$ cat config.mk
export PLATFORM = sky130hd
export DESIGN_NAME = rmm_core
export DESIGN_NICKNAME = d
export VERILOG_FILES = /design/src/core/rmm_pkg.sv /design/src/core/rmm_core.sv
export VERILOG_INCLUDE_DIRS = /design/src /design/src/core
export SDC_FILE = /design/constraint.sdc
export NUM_CORES = 2
export LEC_CHECK = 0
export BUFFER_PORTS_ARGS = -buffer_cell sky130_fd_sc_hd__buf_2
export CORE_MARGIN = 2
export CORE_UTILIZATION = 50
export DETAILED_ROUTE_END_ITERATION = 7
export PLACE_DENSITY_LB_ADDON = 0.08
export REMOVE_ABC_BUFFERS = 1
export SETUP_SLACK_MARGIN = 0.02
export SYNTH_ARGS = -nofsm -noshare
export SYNTH_HDL_FRONTEND = slang
export SYNTH_SLANG_ARGS = --single-unit
$ cat constraint.sdc
create_clock -name sys_clk -period 15.6 [get_ports sys_clk]
set_input_delay 3.12 -clock sys_clk [delete_from_list [all_inputs] [get_ports sys_clk]]
set_output_delay 3.12 -clock sys_clk [all_outputs]
set_load 0.01 [all_outputs]
$ cat src/core/rmm_regs.svh
// constants for the retentive memory manager: layout, markers, reset values
`ifndef RMM_REGS_SVH
`define RMM_REGS_SVH

// ************************************************************
// working ram layout (word addresses)
// ************************************************************
`define RMM_DW          16
`define RMM_AW          6
`define RMM_RAM_WORDS   64
`define RMM_PGM_BASE    6'h00
`define RMM_RET_BASE    6'h20
`define RMM_LAST_IDX    5'h1f

// ************************************************************
// eeprom image layout (word addresses)
// ************************************************************
`define RMM_EAW         8
`define RMM_EE_PGM      8'h00
`define RMM_EE_BAK      8'h40
`define RMM_EE_RET      8'h60
`define RMM_EE_MARK     8'h80
`define RMM_MARK_VALID  16'h5a5a
`define RMM_MARK_CLEAR  16'h0000

// ************************************************************
// reset values
// ************************************************************
`define RMM_RST_LOST    1'b0
`define RMM_RST_ERR     1'b0
`define RMM_RST_RUN     1'b0
`define RMM_RST_READY   1'b0

`endif

$ cat src/core/rmm_pkg.sv
// types shared by the retentive memory manager
package rmm_pkg;

	// ************************************************************
	// sequencer states, one-hot
	// ************************************************************
	typedef enum logic [11:0] {
		ST_MARK_RD  = 12'h001,
		ST_LD_PGM   = 12'h002,
		ST_LD_RET   = 12'h004,
		ST_NORMAL   = 12'h008,
		ST_DL       = 12'h010,
		ST_MARK_CLR = 12'h020,
		ST_ST_PGM   = 12'h040,
		ST_ST_BAK   = 12'h080,
		ST_ST_RET   = 12'h100,
		ST_MARK_SET = 12'h200,
		ST_HALT     = 12'h400,
		ST_SPARE    = 12'h800
	} rmm_state_t;

endpackage

$ cat src/core/rmm_core.sv
// retentive memory manager: working ram, eeprom image copy and power sequencing
`include "rmm_regs.svh"

module rmm_core (
	input  wire logic                 sys_clk,
	input  wire logic                 rst,
	input  wire logic                 power_fail,
	input  wire logic                 dl_start,
	input  wire logic                 dl_valid,
	input  wire logic [`RMM_AW-1:0]   dl_addr,
	input  wire logic [`RMM_DW-1:0]   dl_data,
	input  wire logic                 dl_done,
	input  wire logic                 cpu_req,
	input  wire logic                 cpu_we,
	input  wire logic [`RMM_AW-1:0]   cpu_addr,
	input  wire logic [`RMM_DW-1:0]   cpu_wdata,
	output logic                      cpu_ack,
	output logic      [`RMM_DW-1:0]   cpu_rdata,
	input  wire logic                 pgm_req,
	input  wire logic                 pgm_we,
	input  wire logic [`RMM_AW-1:0]   pgm_addr,
	input  wire logic [`RMM_DW-1:0]   pgm_wdata,
	output logic                      pgm_ack,
	output logic      [`RMM_DW-1:0]   pgm_rdata,
	output logic                      ee_req,
	output logic                      ee_we,
	output logic      [`RMM_EAW-1:0]  ee_addr,
	output logic      [`RMM_DW-1:0]   ee_wdata,
	input  wire logic                 ee_ack,
	input  wire logic [`RMM_DW-1:0]   ee_rdata,
	input  wire logic                 run_cmd,
	input  wire logic                 lost_clear,
	input  wire logic                 fault_clear,
	output logic                      retentive_lost_flag,
	output logic                      major_error,
	output logic                      running,
	output logic                      ready
);

	// ************************************************************
	// helpers
	// ************************************************************
	// true when a ram word belongs to the retentive region
	function automatic logic in_ret(input logic [`RMM_AW-1:0] a);
		in_ret = (a >= `RMM_RET_BASE);
	endfunction

	// ************************************************************
	// storage and state
	// ************************************************************
	logic [`RMM_DW-1:0]  ram [`RMM_RAM_WORDS];
	rmm_pkg::rmm_state_t state_ff, nxt_state;
	logic [4:0]          idx_ff;
	logic                pf_meta_ff, pf_sync_ff;
	logic                pd_path_ff, prio_ff, lost_ff, err_ff, run_ff, ready_ff;
	logic                ee_req_ff, ee_we_ff;
	logic [`RMM_EAW-1:0] ee_addr_ff;
	logic [`RMM_DW-1:0]  ee_wdata_ff;
	logic                cpu_ack_ff, pgm_ack_ff;
	logic [`RMM_DW-1:0]  cpu_rdata_ff, pgm_rdata_ff;

	// power-fail pin passes two flops before anyone looks at it
	always_ff @(posedge sys_clk or posedge rst) begin
		if (rst) begin
			pf_meta_ff <= 1'b0;
			pf_sync_ff <= 1'b0;
		end else begin
			pf_meta_ff <= power_fail;
			pf_sync_ff <= pf_meta_ff;
		end
	end

	// ************************************************************
	// state decode
	// ************************************************************
	wire s_norm  = (state_ff == rmm_pkg::ST_NORMAL);
	wire s_dl    = (state_ff == rmm_pkg::ST_DL);
	wire s_ldp   = (state_ff == rmm_pkg::ST_LD_PGM);
	wire s_ldr   = (state_ff == rmm_pkg::ST_LD_RET);
	wire s_mrd   = (state_ff == rmm_pkg::ST_MARK_RD);
	wire s_mclr  = (state_ff == rmm_pkg::ST_MARK_CLR);
	wire s_mset  = (state_ff == rmm_pkg::ST_MARK_SET);
	wire s_stp   = (state_ff == rmm_pkg::ST_ST_PGM);
	wire s_stb   = (state_ff == rmm_pkg::ST_ST_BAK);
	wire s_str   = (state_ff == rmm_pkg::ST_ST_RET);
	wire s_load  = s_ldp | s_ldr;
	wire s_store = s_stp | s_stb | s_str;
	wire s_xfer  = s_load | s_store | s_mrd | s_mclr | s_mset;
	wire last    = (idx_ff == `RMM_LAST_IDX);
	wire step    = ee_ack & ee_req_ff;
	wire mark_ok = (ee_rdata == `RMM_MARK_VALID);

	// region base for ram side and eeprom side of the current copy
	wire [`RMM_AW-1:0] ram_base = (s_ldp | s_stp) ? `RMM_PGM_BASE
	                                              : `RMM_RET_BASE;
	wire [`RMM_AW-1:0] ram_ptr  = ram_base + {1'b0, idx_ff};
	wire [`RMM_EAW-1:0] img_base =
		(s_ldp | s_stp)            ? `RMM_EE_PGM :
		(s_stb | (s_ldr & lost_ff)) ? `RMM_EE_BAK : `RMM_EE_RET;
	wire [`RMM_EAW-1:0] img_ptr =
		(s_mrd | s_mclr | s_mset) ? `RMM_EE_MARK
		                          : img_base + {3'h0, idx_ff};

	// ************************************************************
	// sequencer
	// ************************************************************
	// saves and restores run a fixed chain; power fail only starts one
	// from normal and halts in download, a trade that keeps the chain simple
	always_comb begin
		nxt_state = state_ff;
		case (state_ff)
			rmm_pkg::ST_MARK_RD:
				if (step) nxt_state = rmm_pkg::ST_LD_PGM;
			rmm_pkg::ST_LD_PGM:
				if (step && last) nxt_state = rmm_pkg::ST_LD_RET;
			rmm_pkg::ST_LD_RET:
				if (step && last) nxt_state = rmm_pkg::ST_NORMAL;
			rmm_pkg::ST_NORMAL:
				if (pf_sync_ff) nxt_state = rmm_pkg::ST_MARK_CLR;
				else if (dl_start) nxt_state = rmm_pkg::ST_DL;
			rmm_pkg::ST_DL:
				if (pf_sync_ff) nxt_state = rmm_pkg::ST_HALT;
				else if (dl_done) nxt_state = rmm_pkg::ST_MARK_CLR;
			rmm_pkg::ST_MARK_CLR:
				if (step) nxt_state = pd_path_ff ? rmm_pkg::ST_ST_RET
				                                 : rmm_pkg::ST_ST_PGM;
			rmm_pkg::ST_ST_PGM:
				if (step && last) nxt_state = rmm_pkg::ST_ST_BAK;
			rmm_pkg::ST_ST_BAK:
				if (step && last) nxt_state = rmm_pkg::ST_ST_RET;
			rmm_pkg::ST_ST_RET:
				if (step && last) nxt_state = rmm_pkg::ST_MARK_SET;
			rmm_pkg::ST_MARK_SET:
				if (step) nxt_state = pd_path_ff ? rmm_pkg::ST_HALT
				                                 : rmm_pkg::ST_NORMAL;
			rmm_pkg::ST_HALT:
				nxt_state = rmm_pkg::ST_HALT;
			default:
				nxt_state = rmm_pkg::ST_HALT;
		endcase
	end

	// state, word counter and which save chain is running
	always_ff @(posedge sys_clk or posedge rst) begin
		if (rst) begin
			state_ff   <= rmm_pkg::ST_MARK_RD;
			idx_ff     <= 5'h00;
			pd_path_ff <= 1'b0;
			ready_ff   <= `RMM_RST_READY;
		end else begin
			state_ff   <= nxt_state;
			ready_ff   <= (nxt_state == rmm_pkg::ST_NORMAL);
			idx_ff     <= (nxt_state != state_ff) ? 5'h00
			            : step ? idx_ff + 5'h01 : idx_ff;
			if (s_norm) pd_path_ff <= pf_sync_ff;
		end
	end

	// ************************************************************
	// eeprom port
	// ************************************************************
	// request drops for one cycle after each ack so one word is never
	// taken twice; the eeprom is only touched by copy states
	wire nxt_ee_req = s_xfer & ~ee_ack;
	wire [`RMM_DW-1:0] nxt_ee_wdata =
		s_mset ? `RMM_MARK_VALID :
		s_mclr ? `RMM_MARK_CLEAR : ram[ram_ptr];

	always_ff @(posedge sys_clk or posedge rst) begin
		if (rst) begin
			ee_req_ff   <= 1'b0;
			ee_we_ff    <= 1'b0;
			ee_addr_ff  <= `RMM_EE_MARK;
			ee_wdata_ff <= `RMM_MARK_CLEAR;
		end else begin
			ee_req_ff   <= nxt_ee_req;
			ee_we_ff    <= s_store | s_mclr | s_mset;
			ee_addr_ff  <= img_ptr;
			ee_wdata_ff <= nxt_ee_wdata;
		end
	end

	// ************************************************************
	// ram arbitration and write port
	// ************************************************************
	// rotating priority so neither master starves the other
	wire cpu_win  = s_norm & cpu_req & (~pgm_req | ~prio_ff);
	wire pgm_win  = s_norm & pgm_req & ~cpu_win;
	wire [`RMM_AW-1:0] usr_addr = cpu_win ? cpu_addr : pgm_addr;
	wire usr_we   = cpu_win ? cpu_we : pgm_we;
	wire [`RMM_DW-1:0] usr_data = cpu_win ? cpu_wdata : pgm_wdata;
	// writes to program words are acked but dropped while running
	wire usr_wr   = (cpu_win | pgm_win) & usr_we & in_ret(usr_addr);
	wire ld_wr    = s_load & step;
	wire dl_wr    = s_dl & dl_valid;
	wire wr_en    = usr_wr | ld_wr | dl_wr;
	wire [`RMM_AW-1:0] wr_addr = dl_wr ? dl_addr :
	                             ld_wr ? ram_ptr : usr_addr;
	wire [`RMM_DW-1:0] wr_data = dl_wr ? dl_data :
	                             ld_wr ? ee_rdata : usr_data;

	// single write port shared by download, restore and running writes
	always_ff @(posedge sys_clk) begin
		if (wr_en) ram[wr_addr] <= wr_data;
	end

	// answers: ack pulse one cycle after the grant, read data with it
	always_ff @(posedge sys_clk or posedge rst) begin
		if (rst) begin
			prio_ff      <= 1'b0;
			cpu_ack_ff   <= 1'b0;
			pgm_ack_ff   <= 1'b0;
			cpu_rdata_ff <= 16'h0000;
			pgm_rdata_ff <= 16'h0000;
		end else begin
			if (cpu_win | pgm_win) prio_ff <= cpu_win;
			cpu_ack_ff <= cpu_win;
			pgm_ack_ff <= pgm_win;
			if (cpu_win) cpu_rdata_ff <= ram[cpu_addr];
			if (pgm_win) pgm_rdata_ff <= ram[pgm_addr];
		end
	end

	// ************************************************************
	// status flags
	// ************************************************************
	// sets win over clears; lost is decided from the marker at boot
	always_ff @(posedge sys_clk or posedge rst) begin
		if (rst) begin
			lost_ff <= `RMM_RST_LOST;
			err_ff  <= `RMM_RST_ERR;
			run_ff  <= `RMM_RST_RUN;
		end else begin
			if (s_mrd && step) lost_ff <= ~mark_ok;
			else if (lost_clear) lost_ff <= 1'b0;
			if (run_cmd && s_norm && lost_ff) err_ff <= 1'b1;
			else if (fault_clear) err_ff <= 1'b0;
			if (run_cmd && s_norm) run_ff <= 1'b1;
			else if (!s_norm) run_ff <= 1'b0;
		end
	end

	assign cpu_ack             = cpu_ack_ff;
	assign pgm_ack             = pgm_ack_ff;
	assign cpu_rdata           = cpu_rdata_ff;
	assign pgm_rdata           = pgm_rdata_ff;
	assign ee_req              = ee_req_ff;
	assign ee_we               = ee_we_ff;
	assign ee_addr             = ee_addr_ff;
	assign ee_wdata            = ee_wdata_ff;
	assign retentive_lost_flag = lost_ff;
	assign major_error         = err_ff;
	assign running             = run_ff;
	assign ready               = ready_ff;

	// ************************************************************
	// checks
	// ************************************************************
	a_prog_read_only: assert property (@(posedge sys_clk) disable iff (rst)
		s_norm && usr_we && (cpu_win || pgm_win) && !in_ret(usr_addr)
		|=> ram[$past(usr_addr)] == $past(ram[usr_addr]))
		else $error("program region written while running");
	a_ee_idle_run: assert property (@(posedge sys_clk) disable iff (rst)
		s_norm && $past(s_norm) |-> !ee_req_ff)
		else $error("eeprom touched during normal operation");
	a_save_ret_only: assert property (@(posedge sys_clk) disable iff (rst)
		ee_req_ff && ee_we_ff && pd_path_ff |->
		ee_addr_ff >= `RMM_EE_RET)
		else $error("power-down save wrote outside retentive image");
	a_mark_last: assert property (@(posedge sys_clk) disable iff (rst)
		$rose(s_mset) |-> $past(s_str) && $past(step) && $past(last))
		else $error("marker set before retentive image complete");
	a_lost_decide: assert property (@(posedge sys_clk) disable iff (rst)
		$rose(s_ldp) |-> lost_ff == ($past(ee_rdata) != `RMM_MARK_VALID))
		else $error("lost flag does not follow marker");
	a_backup_src: assert property (@(posedge sys_clk) disable iff (rst)
		s_ldr && ee_req_ff |-> (ee_addr_ff < `RMM_EE_RET) == lost_ff)
		else $error("wrong retentive source at power-up");
	a_boot_order: assert property (@(posedge sys_clk) disable iff (rst)
		$rose(s_norm) |-> $past(s_ldr) || $past(s_mset))
		else $error("normal entered without restore");
	a_run_error: assert property (@(posedge sys_clk) disable iff (rst)
		run_cmd && s_norm && lost_ff |=> err_ff && run_ff)
		else $error("run with lost data gave no major error");
	a_one_grant: assert property (@(posedge sys_clk) disable iff (rst)
		cpu_req && pgm_req && s_norm |=> cpu_ack_ff != pgm_ack_ff)
		else $error("arbiter granted none or both");
	a_dl_then_ee: assert property (@(posedge sys_clk) disable iff (rst)
		$rose(s_stp) |-> $past(s_mclr) && !pd_path_ff)
		else $error("eeprom copy not preceded by download");

endmodule

==> flow_metrics.env <==
export IMPL_status="completed"
export IMPL_pin_count=160
export IMPL_grt_pass1_wl_microns=310400
export IMPL_via_count=39468
export IMPL_synth_top_area_share_pct=51.53
export IMPL_cts_resized=0
export IMPL_max_clock_freq_mhz=146.2
export IMPL_syn_area_sq_mm=0.05968
export IMPL_leakage_nw=21.22
export IMPL_cts_tree="built"
export IMPL_placement_cell_area_sq_mm=0.06269
export IMPL_cap_violations=0
export IMPL_rsz0062_at_grt="no"
export IMPL_finalMaxSlewViolations=0
export IMPL_final_min_clock_period_ns=6.840
export IMPL_slowest_delay_ns=1.04
export IMPL_core_area_sq_mm=0.1182
export IMPL_start_kind="input pin"
export IMPL_drt_iter0_drc=6637
export IMPL_worstPathArrival_ns=7.16
export IMPL_antenna_found_initial=18
export IMPL_cts_sinks=1109
export IMPL_synth_flop_cell="edfxtp_1"
export IMPL_wl_per_cell_microns=44.40
export IMPL_htree_levels=3
export IMPL_place_ws_ns=8.096
export IMPL_cp_slowest_cell="nor2_2"
export IMPL_async_flop_share_pct=7.665
export IMPL_post_cts_buffers=0
export IMPL_synth_edf_count=1024
export IMPL_power_density_mw_per_mm2=101.1
export IMPL_synth_top_area_cell="edfxtp_1"
export IMPL_yosysWarnings=0
export IMPL_postSynthAreaPerCell_sq_um=18.12
export IMPL_layout_common_cells="1024 x edfxtp_1, 819 x mux4_2, 155 x buf_2, 139 x buf_4, 134 x nand2_1"
export IMPL_gr_total_overflow=0
export IMPL_syn_inst=3293
export IMPL_port_buffers=159
export IMPL_worstSkewPairLatency_ns=0.74
export IMPL_ir_drop_uv=93.80
export IMPL_relSlewSlack_pct=16.00
export IMPL_vias_per_cell=7.782
export IMPL_drive_above_1_share_pct=40.71
export IMPL_required_ns=15.92
export IMPL_hold_viol=0
export IMPL_die_x_microns=349.5
export IMPL_die_h_microns=349.5
export IMPL_syn_to_final_growth_pct=12.00
export IMPL_hold_class="reg -> reg"
export IMPL_wl_met1_microns=81570
export IMPL_ys_seq_area_share_pct=55.09
export IMPL_grt_max_degree=121
export IMPL_period_share_pct=43.85
export IMPL_max_slew_worst_pin_slew_ns=1.259
export IMPL_setup_violations=0
export IMPL_finalInstanceArea_sq_mm=0.06684
export IMPL_cts_hold_buf=0
export IMPL_setup_slack_ns=8.760
export IMPL_yosys_top_cells_area="edfxtp_1 52%, mux4_2 31%, dfrtp_1 3.5%, mux2i_1 2.2%, o22ai_1 1.0%"
export IMPL_ant_nets=0
export IMPL_route_met2_wl_microns=102300
export IMPL_drc=0
export IMPL_reg2reg_depth=9
export IMPL_hpwl_microns=146500
export IMPL_final_nets=3525
export IMPL_cp_max_fo=39
export IMPL_cts_buffers=121
export IMPL_synth_cell_type_count=85
export IMPL_ctsRootBufferMaster="clkbuf_16"
export IMPL_min_path_cells=0
export IMPL_synth_seq_cells=1109
export IMPL_worst_setup_path_end_kind="flop"
export IMPL_initial_core_util_pct=50.47
export IMPL_path_clk_slew_ns=0.06
export IMPL_critPathKind="in -> reg"
export IMPL_finalWirelength_microns=225200
export IMPL_setup_tns_final_ns=0
export IMPL_dr_pass1_iters=6
export IMPL_grtUsageTotal_pct=37.13
export IMPL_rows=126
export IMPL_die_area_sq_mm=0.1221
export IMPL_gp_congestion=0.9867
export IMPL_crit_chain="buf_2 -> a21boi_1 -> nand4_1 -> buf_4 -> inv_2 -> a2111oi_2 -> a2bb2oi_4 -> nand3_2 -> nor2_2"
export IMPL_top_layer="met5"
export IMPL_grt_pass1_vias=38399
export IMPL_skew_ns=0.03427
export IMPL_final_common_cell="edfxtp_1"
export IMPL_route_met3_wl_microns=30080
export IMPL_cts_buffer_depth=3
export IMPL_final_util_pct=56.53
==> power by group <==
group,internal (mW),switching (mW)
Clock,1.80,1.24
Sequential,3.25,0.000670
Combinational,0.181,0.298
Total,5.23,1.53
==> final timing paths <==
check	start	end	slack [ns]
worst max-delay path	cpu_req	ram[14][4]	8.76
worst min-delay path	pf_meta_ff	pf_sync_ff	0.37
worst max register to register	idx_ff[0]	ee_wdata[0]	10.15
worst min register to register	pf_meta_ff	pf_sync_ff	0.37
max in group asynchronous	rst	ee_wdata[7]	11.73
min in group asynchronous	rst	cpu_rdata[3]	2.50
==> per-layer routing <==
metal	GRT usage (%)	up-vias
met5	0	-
met4	15.67	8
met3	11.49	537
met2	55.92	3216
met1	50.58	20977
li1	-	14730
==> cells by family after synthesis <==
| group | synth area share (%) |
|---|---|
| AND/OR/NAND/NOR | 4.017 |
| buffers and inverters | 2.310 |
| XOR/XNOR | 0.1321 |
| multiplexers | 33.21 |
| AO/OA/AOI/OAI | 5.185 |
| adder cells (fa/ha/maj) | 0.04192 |
| other | 0.006284 |
| flip-flops | 55.09 |
==> through the flow <==
step / std cells / power (mW) / hold slack (ns)
after floorplan: 3003 / 3.543 / 0.3312
after global placement: 4840 / 3.772 / 0.3383
after detailed placement: 4840 / 3.778 / 0.3660
after CTS: 5068 / 6.771 / 0.3801
after global routing: 5071 / 6.897 / 0.3798
final: 5072 / 6.759 / 0.3735
==> cell type report <==
cell class | count | area (sq um)
Antenna cell | 4 | 10.01
Clock buffer | 161 | 3311
Clock inverter | 67 | 830.8
Fill cell | 9035 | 51400
Inverter | 33 | 130.1
Multi-Input combinational cell | 1861 | 25800
Sequential cell | 1109 | 32890
Tap cell | 1536 | 1922
Timing Repair Buffer | 301 | 1939
==> synthesized netlist by cell type, drive strengths merged (11+ instances only) <==
library cell     n
a211oi          11
a21oi           54
a221o           18
a221oi          24
a22o            24
a22oi           33
a31oi           13
a32oi           19
and2            12
and3            15
buf            161
clkbuf         129
dfrtp           83
edfxtp        1024
inv             31
mux2i          133
mux4           819
nand2          134
nand3           53
nand4           16
nor2           125
nor2b           14
nor3            22
nor4            25
o21ai           59
o22ai           98
o31ai           11
==> sequential cells by signal, summed over array words and instances, names as in the netlist, 5 cells and up <==
| name | flops |
|---|---|
| ram | 1024 |
| cpu_rdata | 16 |
| ee_wdata | 16 |
| pgm_rdata | 16 |
| state_ff | 12 |
| ee_addr | 8 |
| idx_ff | 5 |
==> critical path, delay by kind of cell <==
family / cells / cell delay [ns]
and+or+nand+nor: 3 / 1.52
AOI/OAI and AO/OA: 3 / 1.26
buffers and inverters: 3 / 1.22
Power figures use the tool's default switching activity.
